`src/rtl/dts_regs.svh`:
```
/*
 * Register offsets, field positions, reset values and counts of the
 * debug trigger and status block.
 * Assumes byte addresses on a 32-bit AXI4-Lite bus, one word per register.
 */
`ifndef DTS_REGS_SVH
`define DTS_REGS_SVH
// ****************
// Offsets
// ****************
`define DTS_OFF_CTRL 32'h0000_0000
`define DTS_OFF_TRIG 32'h0000_0004
`define DTS_OFF_STAT 32'h0000_0008
// ****************
// Field positions
// ****************
`define DTS_CTRL_EN 7
`define DTS_CTRL_ARM 6
`define DTS_TRG_SEL 7
`define DTS_TRG_BEGIN 6
// ****************
// Values and counts
// ****************
`define DTS_RST_BYTE 8'h00
`define DTS_FIFO_WORDS 4'h8
`define DTS_FIFO_LAST 4'h7
`define DTS_RESP_OKAY 2'h0
`define DTS_RESP_SLVERR 2'h2
`define DTS_M_AONLY 4'h0
`define DTS_M_AORB 4'h1
`define DTS_M_ATHENB 4'h2
`define DTS_M_EVB 4'h3
`define DTS_M_AEVB 4'h4
`define DTS_M_AANDB 4'h5
`define DTS_M_ANOTB 4'h6
`define DTS_M_INRNG 4'h7
`define DTS_M_OUTRNG 4'h8
`endif

```
`src/rtl/dts_pkg.sv`:
```
/*
 * Types shared by the debug trigger and status block.
 * Assumes nothing beyond a SystemVerilog compiler.
 */
package dts_pkg;
	// ****************
	// Bus slave state
	// ****************
	typedef struct packed {
		logic aw_free;
		logic [31:0] awaddr;
		logic w_free;
		logic [31:0] wdata;
		logic [3:0] wstrb;
		logic bvalid;
		logic [1:0] bresp;
		logic ar_free;
		logic rvalid;
		logic [31:0] rdata;
		logic [1:0] rresp;
	} dts_axi_t;
	// ****************
	// Block state
	// ****************
	typedef struct packed {
		logic en;
		logic arm;
		logic [5:0] ctrl_lo;
		logic tsel;
		logic tbeg;
		logic [3:0] mode;
		logic flag_a;
		logic flag_b;
		logic [3:0] cnt;
		logic a_seen;
		logic storing;
		logic store_pulse;
		logic store_byte;
		logic trig_out;
		logic restart;
	} dts_state_t;
endpackage : dts_pkg

```
`src/rtl/dts_axil.sv`:
```
/*
 * AXI4-Lite slave front end: takes one write and one read at a time.
 * Assumes the owner decodes addresses and supplies read data at once.
 */
`include "dts_regs.svh"
module dts_axil
	import dts_pkg::*;
(
	// Clock and reset
	input wire logic aclk,
	input wire logic aresetn,
	// AXI4-Lite
	input wire logic awvalid,
	output logic awready,
	input wire logic [31:0] awaddr,
	input wire logic wvalid,
	output logic wready,
	input wire logic [31:0] wdata,
	input wire logic [3:0] wstrb,
	output logic bvalid,
	input wire logic bready,
	output logic [1:0] bresp,
	input wire logic arvalid,
	output logic arready,
	input wire logic rready,
	output logic rvalid,
	output logic [31:0] rdata,
	output logic [1:0] rresp,
	// Owner side
	output logic wr_en,
	output logic [31:0] wr_addr,
	output logic [31:0] wr_data,
	output logic [3:0] wr_strb,
	input wire logic wr_map,
	input wire logic [31:0] rd_data,
	input wire logic rd_map
);
	dts_axi_t s;
	dts_axi_t next_s;

	// Address and data stay held until the response is taken
	assign wr_en = !s.aw_free && !s.w_free && !s.bvalid;
	assign wr_addr = s.awaddr;
	assign wr_data = s.wdata;
	assign wr_strb = s.wstrb;
	assign awready = s.aw_free;
	assign wready = s.w_free;
	assign bvalid = s.bvalid;
	assign bresp = s.bresp;
	assign arready = s.ar_free;
	assign rvalid = s.rvalid;
	assign rdata = s.rdata;
	assign rresp = s.rresp;

	always_comb begin
		next_s = s;
		if (awvalid && s.aw_free) begin
			next_s.aw_free = 1'b0;
			next_s.awaddr = awaddr;
		end
		if (wvalid && s.w_free) begin
			next_s.w_free = 1'b0;
			next_s.wdata = wdata;
			next_s.wstrb = wstrb;
		end
		if (wr_en) begin
			next_s.bvalid = 1'b1;
			next_s.bresp = wr_map ? `DTS_RESP_OKAY : `DTS_RESP_SLVERR;
		end
		if (s.bvalid && bready) begin
			next_s.bvalid = 1'b0;
			next_s.aw_free = 1'b1;
			next_s.w_free = 1'b1;
		end
		if (arvalid && s.ar_free) begin
			next_s.ar_free = 1'b0;
			next_s.rvalid = 1'b1;
			next_s.rdata = rd_data;
			next_s.rresp = rd_map ? `DTS_RESP_OKAY : `DTS_RESP_SLVERR;
		end
		if (s.rvalid && rready) begin
			next_s.rvalid = 1'b0;
			next_s.ar_free = 1'b1;
		end
	end

	always_ff @(posedge aclk) begin
		if (!aresetn) begin
			s <= '0;
			s.aw_free <= 1'b1;
			s.w_free <= 1'b1;
			s.ar_free <= 1'b1;
		end else begin
			s <= next_s;
		end
	end
endmodule : dts_axil

```
`src/rtl/dts_trig.sv`:
```
/*
 * Trigger mode decoder: combines qualified comparator events per mode.
 * Assumes events are already qualified by access or by execution.
 */
`include "dts_regs.svh"
module dts_trig (
	// Mode
	input wire logic [3:0] mode,
	// Events
	input wire logic a_ev,
	input wire logic b_ev,
	input wire logic qual,
	input wire logic in_rng,
	input wire logic a_seen,
	// Decisions
	output logic trig,
	output logic evonly,
	output logic a_arm
);
	always_comb begin
		trig = 1'b0;
		a_arm = 1'b0;
		case (mode)
			`DTS_M_AONLY: trig = a_ev;
			`DTS_M_AORB: trig = a_ev || b_ev;
			`DTS_M_ATHENB: begin
				trig = a_seen && b_ev;
				a_arm = a_ev;
			end
			`DTS_M_EVB: trig = b_ev;
			`DTS_M_AEVB: begin
				trig = a_seen && b_ev;
				a_arm = a_ev;
			end
			`DTS_M_AANDB: trig = a_ev && b_ev;
			`DTS_M_ANOTB: trig = a_ev && !b_ev;
			`DTS_M_INRNG: trig = qual && in_rng;
			`DTS_M_OUTRNG: trig = qual && !in_rng;
			default: trig = 1'b0;
		endcase
	end

	assign evonly = (mode == `DTS_M_EVB) || (mode == `DTS_M_AEVB);
endmodule : dts_trig

```
`src/rtl/dts_top.sv`:
```
/*
 * Debug trigger selection and run status, registers on AXI4-Lite.
 * Assumes comparator results and strobes on aclk; FIFO datapath outside.
 */
// Notes on behaviour
// - Trigger setup readable always, writable only while unarmed; bits 4,5 read zero.
// - Execute-qualify set: only executed opcodes trigger, at match address or, in modes 7 and 8, by range.
// - Trace-start bit picks circular-until-trigger or trigger-starts-storage.
// - Event-only modes ignore trace-start bit and always run as begin trace.
// - Mode codes 0 to 6 decode the comparator combination modes.
// - Mode 7 triggers inside range A..B, mode 8 outside it.
// - Mode codes 9 to 15 never trigger.
// - Status register is read-only; writes change nothing.
// - A-hit flag clears at run start, sets on a comparator A match.
// - B-hit flag clears at run start, sets on a comparator B match.
// - Run-active flag mirrors the run control while enabled.
// - Run ends on full FIFO in begin trace, on trigger in end trace.
// - Writing zero to run control or enable stops the run.
// - Valid word count clears at start, counts stored words up to eight.
// - Reading the FIFO never decrements the valid word count.
// - Writing run control and enable both to one sets it; run completion clears it.
// - Module enable cannot be set while the chip is secured.
// - Event-only modes store only eight-bit data per FIFO word.
`include "dts_regs.svh"
module dts_top
	import dts_pkg::*;
(
	// Clock and reset
	input wire logic aclk,
	input wire logic aresetn,
	// AXI4-Lite slave
	input wire logic awvalid,
	output logic awready,
	input wire logic [31:0] awaddr,
	input wire logic [2:0] awprot,
	input wire logic wvalid,
	output logic wready,
	input wire logic [31:0] wdata,
	input wire logic [3:0] wstrb,
	output logic bvalid,
	input wire logic bready,
	output logic [1:0] bresp,
	input wire logic arvalid,
	output logic arready,
	input wire logic [31:0] araddr,
	input wire logic [2:0] arprot,
	output logic rvalid,
	input wire logic rready,
	output logic [31:0] rdata,
	output logic [1:0] rresp,
	// Chip state
	input wire logic secure,
	// Bus comparators and opcode tracker
	input wire logic access_strobe,
	input wire logic exec_strobe,
	input wire logic cmp_a_match,
	input wire logic cmp_b_match,
	input wire logic addr_ge_a,
	input wire logic addr_le_b,
	// FIFO datapath control
	output logic fifo_restart,
	output logic store_strobe,
	output logic store_byte_only,
	output logic trigger_event,
	output logic run_active
);
	dts_state_t s;
	dts_state_t next_s;
	logic wr_en;
	logic [31:0] wr_addr;
	logic [31:0] wr_data;
	logic [3:0] wr_strb;
	logic wr_map;
	logic [31:0] rd_data;
	logic rd_map;
	logic qual;
	logic a_ev;
	logic b_ev;
	logic in_rng;
	logic trig;
	logic evonly;
	logic a_arm;
	logic beg_eff;
	logic store_now;

	// ****************
	// Bus slave
	// ****************
	dts_axil u_axil (
		.aclk(aclk),
		.aresetn(aresetn),
		.awvalid(awvalid),
		.awready(awready),
		.awaddr(awaddr),
		.wvalid(wvalid),
		.wready(wready),
		.wdata(wdata),
		.wstrb(wstrb),
		.bvalid(bvalid),
		.bready(bready),
		.bresp(bresp),
		.arvalid(arvalid),
		.arready(arready),
		.rready(rready),
		.rvalid(rvalid),
		.rdata(rdata),
		.rresp(rresp),
		.wr_en(wr_en),
		.wr_addr(wr_addr),
		.wr_data(wr_data),
		.wr_strb(wr_strb),
		.wr_map(wr_map),
		.rd_data(rd_data),
		.rd_map(rd_map)
	);

	assign wr_map = (wr_addr == `DTS_OFF_CTRL) || (wr_addr == `DTS_OFF_TRIG)
		|| (wr_addr == `DTS_OFF_STAT);

	// ****************
	// Read decode
	// ****************
	always_comb begin
		rd_data = 32'h0000_0000;
		rd_map = 1'b1;
		case (araddr)
			`DTS_OFF_CTRL: rd_data = {24'h00_0000, s.en, s.arm, s.ctrl_lo};
			`DTS_OFF_TRIG: rd_data = {24'h00_0000, s.tsel, s.tbeg, 2'h0, s.mode};
			`DTS_OFF_STAT: rd_data = {24'h00_0000, s.flag_a, s.flag_b, s.arm, 1'b0, s.cnt};
			default: rd_map = 1'b0;
		endcase
	end

	// ****************
	// Trigger qualification
	// ****************
	// Tag style waits for the tracker to confirm execution
	assign qual = s.tsel ? exec_strobe : access_strobe;
	assign a_ev = qual && cmp_a_match;
	assign b_ev = qual && cmp_b_match;
	assign in_rng = addr_ge_a && addr_le_b;

	dts_trig u_trig (
		.mode(s.mode),
		.a_ev(a_ev),
		.b_ev(b_ev),
		.qual(qual),
		.in_rng(in_rng),
		.a_seen(s.a_seen),
		.trig(trig),
		.evonly(evonly),
		.a_arm(a_arm)
	);

	assign beg_eff = s.tbeg || evonly;

	// Event-only stores just the B events; begin trace after trigger
	always_comb begin
		if (evonly) begin
			store_now = trig;
		end else if (beg_eff) begin
			store_now = qual && (s.storing || trig);
		end else begin
			store_now = qual;
		end
	end

	// ****************
	// Next state
	// ****************
	always_comb begin
		next_s = s;
		next_s.store_pulse = 1'b0;
		next_s.trig_out = 1'b0;
		next_s.restart = 1'b0;
		if (s.arm) begin
			if (a_ev) begin
				next_s.flag_a = 1'b1;
			end
			if (b_ev) begin
				next_s.flag_b = 1'b1;
			end
			if (a_arm) begin
				next_s.a_seen = 1'b1;
			end
			next_s.trig_out = trig;
			if (store_now) begin
				next_s.store_pulse = 1'b1;
				next_s.store_byte = evonly;
				// Saturates: a circular end trace keeps at most eight
				if (s.cnt != `DTS_FIFO_WORDS) begin
					next_s.cnt = s.cnt + 4'h1;
				end
			end
			if (beg_eff && trig) begin
				next_s.storing = 1'b1;
			end
			if (beg_eff && store_now && (s.cnt == `DTS_FIFO_LAST)) begin
				next_s.arm = 1'b0;
			end
			if (!beg_eff && trig) begin
				next_s.arm = 1'b0;
			end
		end
		if (wr_en && wr_strb[0]) begin
			case (wr_addr)
				`DTS_OFF_CTRL: begin
					next_s.en = wr_data[`DTS_CTRL_EN] && !secure;
					next_s.ctrl_lo = wr_data[5:0];
					if (wr_data[`DTS_CTRL_ARM] && next_s.en) begin
						if (!s.arm) begin
							next_s.arm = 1'b1;
							next_s.flag_a = 1'b0;
							next_s.flag_b = 1'b0;
							next_s.cnt = 4'h0;
							next_s.a_seen = 1'b0;
							next_s.storing = 1'b0;
							next_s.restart = 1'b1;
						end
					end else begin
						next_s.arm = 1'b0;
					end
				end
				`DTS_OFF_TRIG: begin
					if (!s.arm) begin
						next_s.tsel = wr_data[`DTS_TRG_SEL];
						next_s.tbeg = wr_data[`DTS_TRG_BEGIN];
						next_s.mode = wr_data[3:0];
					end
				end
				default: begin
					// Status is read-only: nothing to do
					next_s.restart = 1'b0;
				end
			endcase
		end
	end

	always_ff @(posedge aclk) begin
		if (!aresetn) begin
			s <= '0;
		end else begin
			s <= next_s;
		end
	end

	// ****************
	// Outputs
	// ****************
	// Count is only touched by stores and starts, never by readout
	assign fifo_restart = s.restart;
	assign store_strobe = s.store_pulse;
	assign store_byte_only = s.store_byte;
	assign trigger_event = s.trig_out;
	assign run_active = s.arm;
endmodule : dts_top

```
`config.mk`:
```
export PLATFORM = sky130hd
export DESIGN_NAME = dts_top
export DESIGN_NICKNAME = d
export VERILOG_FILES = /design/src/rtl/dts_pkg.sv /design/src/rtl/dts_axil.sv /design/src/rtl/dts_trig.sv /design/src/rtl/dts_top.sv
export VERILOG_INCLUDE_DIRS = /design/src /design/src/rtl
export SDC_FILE = /design/constraint.sdc
export NUM_CORES = 1
export LEC_CHECK = 0
export ABC_CLOCK_PERIOD_IN_PS = 3000
export BUFFER_PORTS_ARGS = -buffer_cell sky130_fd_sc_hd__buf_2
export CAP_MARGIN = 20
export CORE_MARGIN = 2
export CORE_UTILIZATION = 51
export DETAILED_ROUTE_END_ITERATION = 10
export PLACE_DENSITY_LB_ADDON = 0.15
export REMOVE_ABC_BUFFERS = 1
export SYNTH_ARGS = -nofsm -noshare
export SYNTH_HDL_FRONTEND = slang
export SYNTH_SLANG_ARGS = --single-unit
```
`constraint.sdc`:
```
create_clock -name aclk -period 3 [get_ports aclk]
set_input_delay 0.15 -clock aclk [delete_from_list [all_inputs] [get_ports aclk]]
set_output_delay 0.15 -clock aclk [all_outputs]
set_load 0.05 [all_outputs]
```
Word-level counts from Yosys, hierarchy flattened --
Index checks and enable logic that the tools add are counted. W data, S select, Z words.
Word-level totals: logic and storage cells 121, register bits after elaboration 108, input port bits 120, output and inout bits 46
Operators by class: reductions and logical operators 48, bitwise operators 2, equality and inequality tests 14, muxes and demuxes 30, add/subtract/negate cells 1
Operator list (count):
- $eq A32 B3 Y1 const B | 2
- $eq A32 B4 Y1 const B | 2
- $logic_not A32 Y1 | 2
- $mux W8 | 3
- $pmux W8 S3 | 1
- $logic_and A1 B1 Y1 | 23
- $mux W21 | 1
- $eq A4 B3 Y1 const B | 5
- $mux W1 | 15
- $mux W6 | 2
- $mux W11 | 1
- $eq A4 B2 Y1 const B | 2
- $mux W4 | 2
- $pmux W1 S8 | 1
- $logic_not A1 Y1 | 7
- $mux W7 | 1
- $logic_or A1 B1 Y1 | 6
- $mux W2 | 3
- $reduce_and A2 Y1 | 3
- $reduce_or A2 Y1 | 3
- $add A4 B1 Y4 const B | 1
- $eq A4 B1 Y1 const B | 1
- $eq A4 B4 Y1 const B | 1
- $logic_not A4 Y1 | 1
- 5 further kinds | 6

Logic depth before layout (Yosys ltp) --
depth after elaboration 18, depth in mapped cells 6

Modules after synthesis --
From an unflattened synthesis, not the netlist that was laid out.
Second synthesis, totals: cell total of the unflattened synthesis 688, area, all modules 6358.6 um2
By module, submodules not included:
- dts_axil | cells an instance 485, seq. area each 2142.1 um2, times used 1, area each 4579.4 um2
- dts_top | cells an instance 184, seq. area each 520.5 um2, times used 1, area each 1655.3 um2
- dts_trig | cells an instance 19, seq. area each 0.0 um2, times used 1, area each 123.9 um2

Worst setup path after synthesis --
OpenSTA, ideal clock, no wires.
path type reg-to-reg, start point reg s (netlist bit run_active), end point reg s[8] (netlist name), slack 0.853 ns, required time 2.880 ns, library setup time 0.120 ns, clock period less this slack 2.147 ns, stages on the path, launching flop included 7, data arrival time 2.028 ns, cells stage by stage dfxtp_1 clkbuf_1 or3_2 o41a_1 buf_6 and3_4 a211o_1
On the way: longest elaborated chain between the ends 5
Ends and longest elaborated chain:
- start: declaration | RTL line dts_top.sv:67 | dts_state_t s;
- start signal: assignment | RTL line dts_top.sv:243 | s <= next_s;
- $mux W11 | RTL line dts_top.sv:176 | if (s.arm) begin
- $mux W8 | RTL line dts_top.sv:211 | if (!s.arm) begin
- $mux W8 | RTL line dts_top.sv:210 | if (wr_data[`DTS_CTRL_ARM] && next_s.en) begin
- $mux W8 | RTL line dts_top.sv:206 | case (wr_addr)
- $mux W21 (*) | RTL line dts_top.sv:205 | if (wr_en && wr_strb[0]) begin
Every way passes the cells marked *; elsewhere a longest branch is shown, timed or not. A chain may end at the register's enable or synchronous reset.

Worst setup path in the final report --
start point reg u_axil.s (netlist bit u_axil.wready), end point reg s[8] (netlist name)
On the way: longest elaborated chain between the ends 5
Ends and longest elaborated chain:
- start: declaration | RTL line dts_axil.sv:38 | dts_axi_t s;
- start signal: assignment | RTL line dts_axil.sv:94 | s <= next_s;
- $logic_not A1 Y1 | RTL line dts_axil.sv:42 | assign wr_en = !s.aw_free && !s.w_free && !s.bvalid;
- $logic_and A1 B1 Y1 (2 in series) | RTL line dts_axil.sv:42
- $logic_and A1 B1 Y1 | RTL line dts_top.sv:205
- $mux W21 | RTL line dts_top.sv:205
Every way passes these cells.

==> out/metrics.cfg <==
[worst_setup_path]
reg2reg_from = u_axil.wready
crit_buf_inv = 0
critPathRequiredTime_ns = 3.25
crit_path_end_kind = register
path_delay_family = compound AO/OA/AOI/OAI gates
start_kind = register
crit_fanout = 13
path_cells = nor3_2 -> nand3b_1 -> o41a_1 -> and3_4 -> a211o_1
critical-path-max-stage-delay_ns = 0.57
worstSetupPathType = register to register
critPathSlowestCell = o41a_1
critPathLaunch = u_axil.wready
cp.arrival_ns = 2.41

[worst_hold_path]
min_from = awaddr[9]
hp-class = primary input to register

[placement]
portBuffers = 106
gp_congestion = 0.835
hpwlAfterDp_um = 6170
placed_cells = 631
pre_cts_ws_ns = 0.845

[yosys]
yosysWarnings = 0
synth.largest_area_cell = dfxtp_1
syn_area_mm2 = 0.00381
syn_area_per_cell_um2 = 8.46
async_reset_ff_frac = 0
ys_types = 52
netlist_top_cells_area = dfxtp_1, nand2_1, a21oi_1
ys_seq_elements = 82
synth_edf_count = 0
ys_seq_area_frac = 0.430
synth_ff_type = dfxtp_1
synth_cells = 451
yosysTopAreaCellShare = 0.430

[pwr]
power.share.clock = 0.394
p_per_area_mw_per_mm2 = 534
power_uw = 2430
seqPwrFrac = 0.476
switching_share = 0.260
cellLeakagePower_uw = 0.00187
p_sw_uw = 631
combinationalPowerShare = 0.129
ir_worst_vdd_v = 0.000315
p_int_uw = 1800

[grt]
grt_pass1_vias = 3016
grt_overflow = 0
grt_usage = 0.203
grt_max_degree = 54
grt_pass1_wl_um = 13500
antenna_found_initial = 0

[timing]
rsz0062_at_grt = false
max_freq_mhz = 464
fin_ws_ns = 0.843
timing_hold_violations_final = 0
tns_ns = 0
finalCritPeriodShare = 0.719
finalCriticalPeriod_ns = 2.16
setup_viol = 0
final-max-slew-violation-count = 0
relSlewSlack = 0.329
clock_skew_ns = 0.0110
tightest_slew_ns = 1.00

[cts]
clock_sinks = 82
clkSlewWorstSetupHoldPaths_ns = 0.08
cts_setup_buffers = 0
insertion_delay_ns = 0.35
clk_path_buf_depth = 2
post_cts_resized = 0
hold_buffers = 1
htree_levels = 3
root_buffer = clkbuf_8
cts_tree = yes
cts_buffers = 9

[drt]
viasPerCell = 5.20
wl_per_cell_um = 13.1
drtIter0Drc = 137
dr.pass1.iters = 4
drc = 0
wl_um = 8510
drt.antenna.violating_nets = 0
dr_total_vias = 3369

[die]
die_h_um = 90.5
num_rows = 31
die_w_um = 90.5
die-area_mm2 = 0.00819
initial_core_util = 0.526
core_area_mm2 = 0.00725
ioPinCount = 166

[layout]
drive_gt1_frac = 0.277
nets = 667
layout.cells.non_filler = 648
area_growth_pct = 19.4
insertedDiodeCount = 0

[status]
status = finished, final reports clean

[flow_run]
maxCapViolCount = 0

## placed cells by master, fill, tap and decap left out, types with 2 or more instances in the layout
cell | synthesis | final
buf_2 | 3 | 106
nand2_1 | 98 | 98
dfxtp_1 | 82 | 82
a21oi_1 | 50 | 50
conb_1 | 1 | 26
nor2_1 | 25 | 25
mux2i_1 | 19 | 19
nand3_1 | 13 | 13
o21ai_0 | 12 | 12
inv_1 | 11 | 10
clkbuf_8 | 0 | 10
nor4_1 | 9 | 8
mux2_2 | 8 | 8
nor4_2 | 6 | 7
a211oi_1 | 6 | 6
a32oi_1 | 6 | 6
nor3_1 | 5 | 5
nand3b_1 | 4 | 4
nand4_1 | 3 | 3
nand4b_1 | 3 | 3
a21o_1 | 3 | 3
o21a_1 | 3 | 3
bufinv_16 | 0 | 3
and2_1 | 2 | 2
nor4_4 | 2 | 2
nand4_2 | 2 | 2
nand4bb_1 | 2 | 2
a21boi_0 | 2 | 2
ha_1 | 2 | 2
buf_4 | 27 | 2
## stage by stage
stage	cell area, um^2	hold WS (ns)	util
2_1_floorplan	3600	0.250	-
4_1_cts	4520	0.0176	0.624
3_3_place_gp	4270	0.366	0.589
3_5_place_dp	4270	0.365	0.589
5_1_grt	4550	0.0150	0.628
6_report	4550	0.0274	0.628
## sequential cells by signal, indices dropped and copies added, names as in the netlist
register         flops
u_axil.wready        1
u_axil.rvalid        1
store_strobe         1
u_axil.rdata         8
u_axil.awready       1
u_axil.rresp         1
u_axil.wr_strb       1
u_axil.arready       1
run_active           1
fifo_restart         1
s                   21
u_axil.wr_data       8
u_axil.wr_addr      32
u_axil.bvalid        1
u_axil.bresp         1
trigger_event        1
store_byte_only      1
## worst min-delay path, cell delays in order
cell and delay, ns:
buf_2 0.09, nand2_1 0.04, a21oi_1 0.05
## cell type report
| class | count | area, um^2 |
|---|---|---|
| tap | 99 | 124 |
| sequential | 82 | 1640 |
| fill | 634 | 2700 |
| timing repair buffer | 110 | 583 |
| clock buffer | 10 | 138 |
| multi-input combinational | 331 | 1920 |
| clock inverter | 5 | 103 |
| inverter | 11 | 41.3 |
## kinds of logic after synthesis
kind of cell / share of synthesized area
compound gates: 0.147
xor+xnor: 0.00230
fa+ha+maj: 0.00656
buf+inv: 0.0919
flops: 0.430
mux: 0.0735
other cells: 0.000983
simple gates: 0.248
## path summary, 6_finish.rpt
check                 endpoint  slack, ns  cells after the start
max                       s[8]       0.84                      5
max reg2reg               s[8]       0.84                      5
min reg2reg    u_axil.rdata[0]       0.45                      2
min          u_axil.wr_addr[9]       0.03                      3
## metal layers
layer / part of all wire / vias up / wire length (um) / track usage
met5: 0 / - / 0 / 0
met4: 0.014 / 0 / 121 / 0.0782
met3: 0.064 / 9 / 548 / 0.0543
met2: 0.49 / 122 / 4190 / 0.351
met1: 0.43 / 1534 / 3650 / 0.239
li1: - / 1704 / - / -
## power by group through the flow
| stage | Clock [uW] | Sequential [uW] | Combinational, uW |
|---|---|---|---|
| after floorplan | 0 | 1200 | 184 |
| after global placement | 0 | 1180 | 304 |
| after detailed placement | 0 | 1180 | 308 |
| after CTS | 974 | 1160 | 309 |
| after global routing | 1020 | 1160 | 342 |
| final | 959 | 1160 | 315 |
## cell usage after synthesis, drive strengths merged, types with 2 or more instances
master / number
a21oi: 50
inv: 11
dfxtp: 82
a21boi: 2
nand4bb: 2
a32oi: 6
buf: 35
or4: 2
and2: 2
mux2: 8
mux2i: 19
nor2: 25
a211oi: 6
a2111oi: 2
o21a: 3
a21o: 3
nand4b: 3
nor4: 17
o21ai: 12
nand4: 5
nand3: 13
nor3: 6
clkbuf: 17
nand3b: 4
ha: 2
nand2: 98
(Power assumes the default switching activity.)
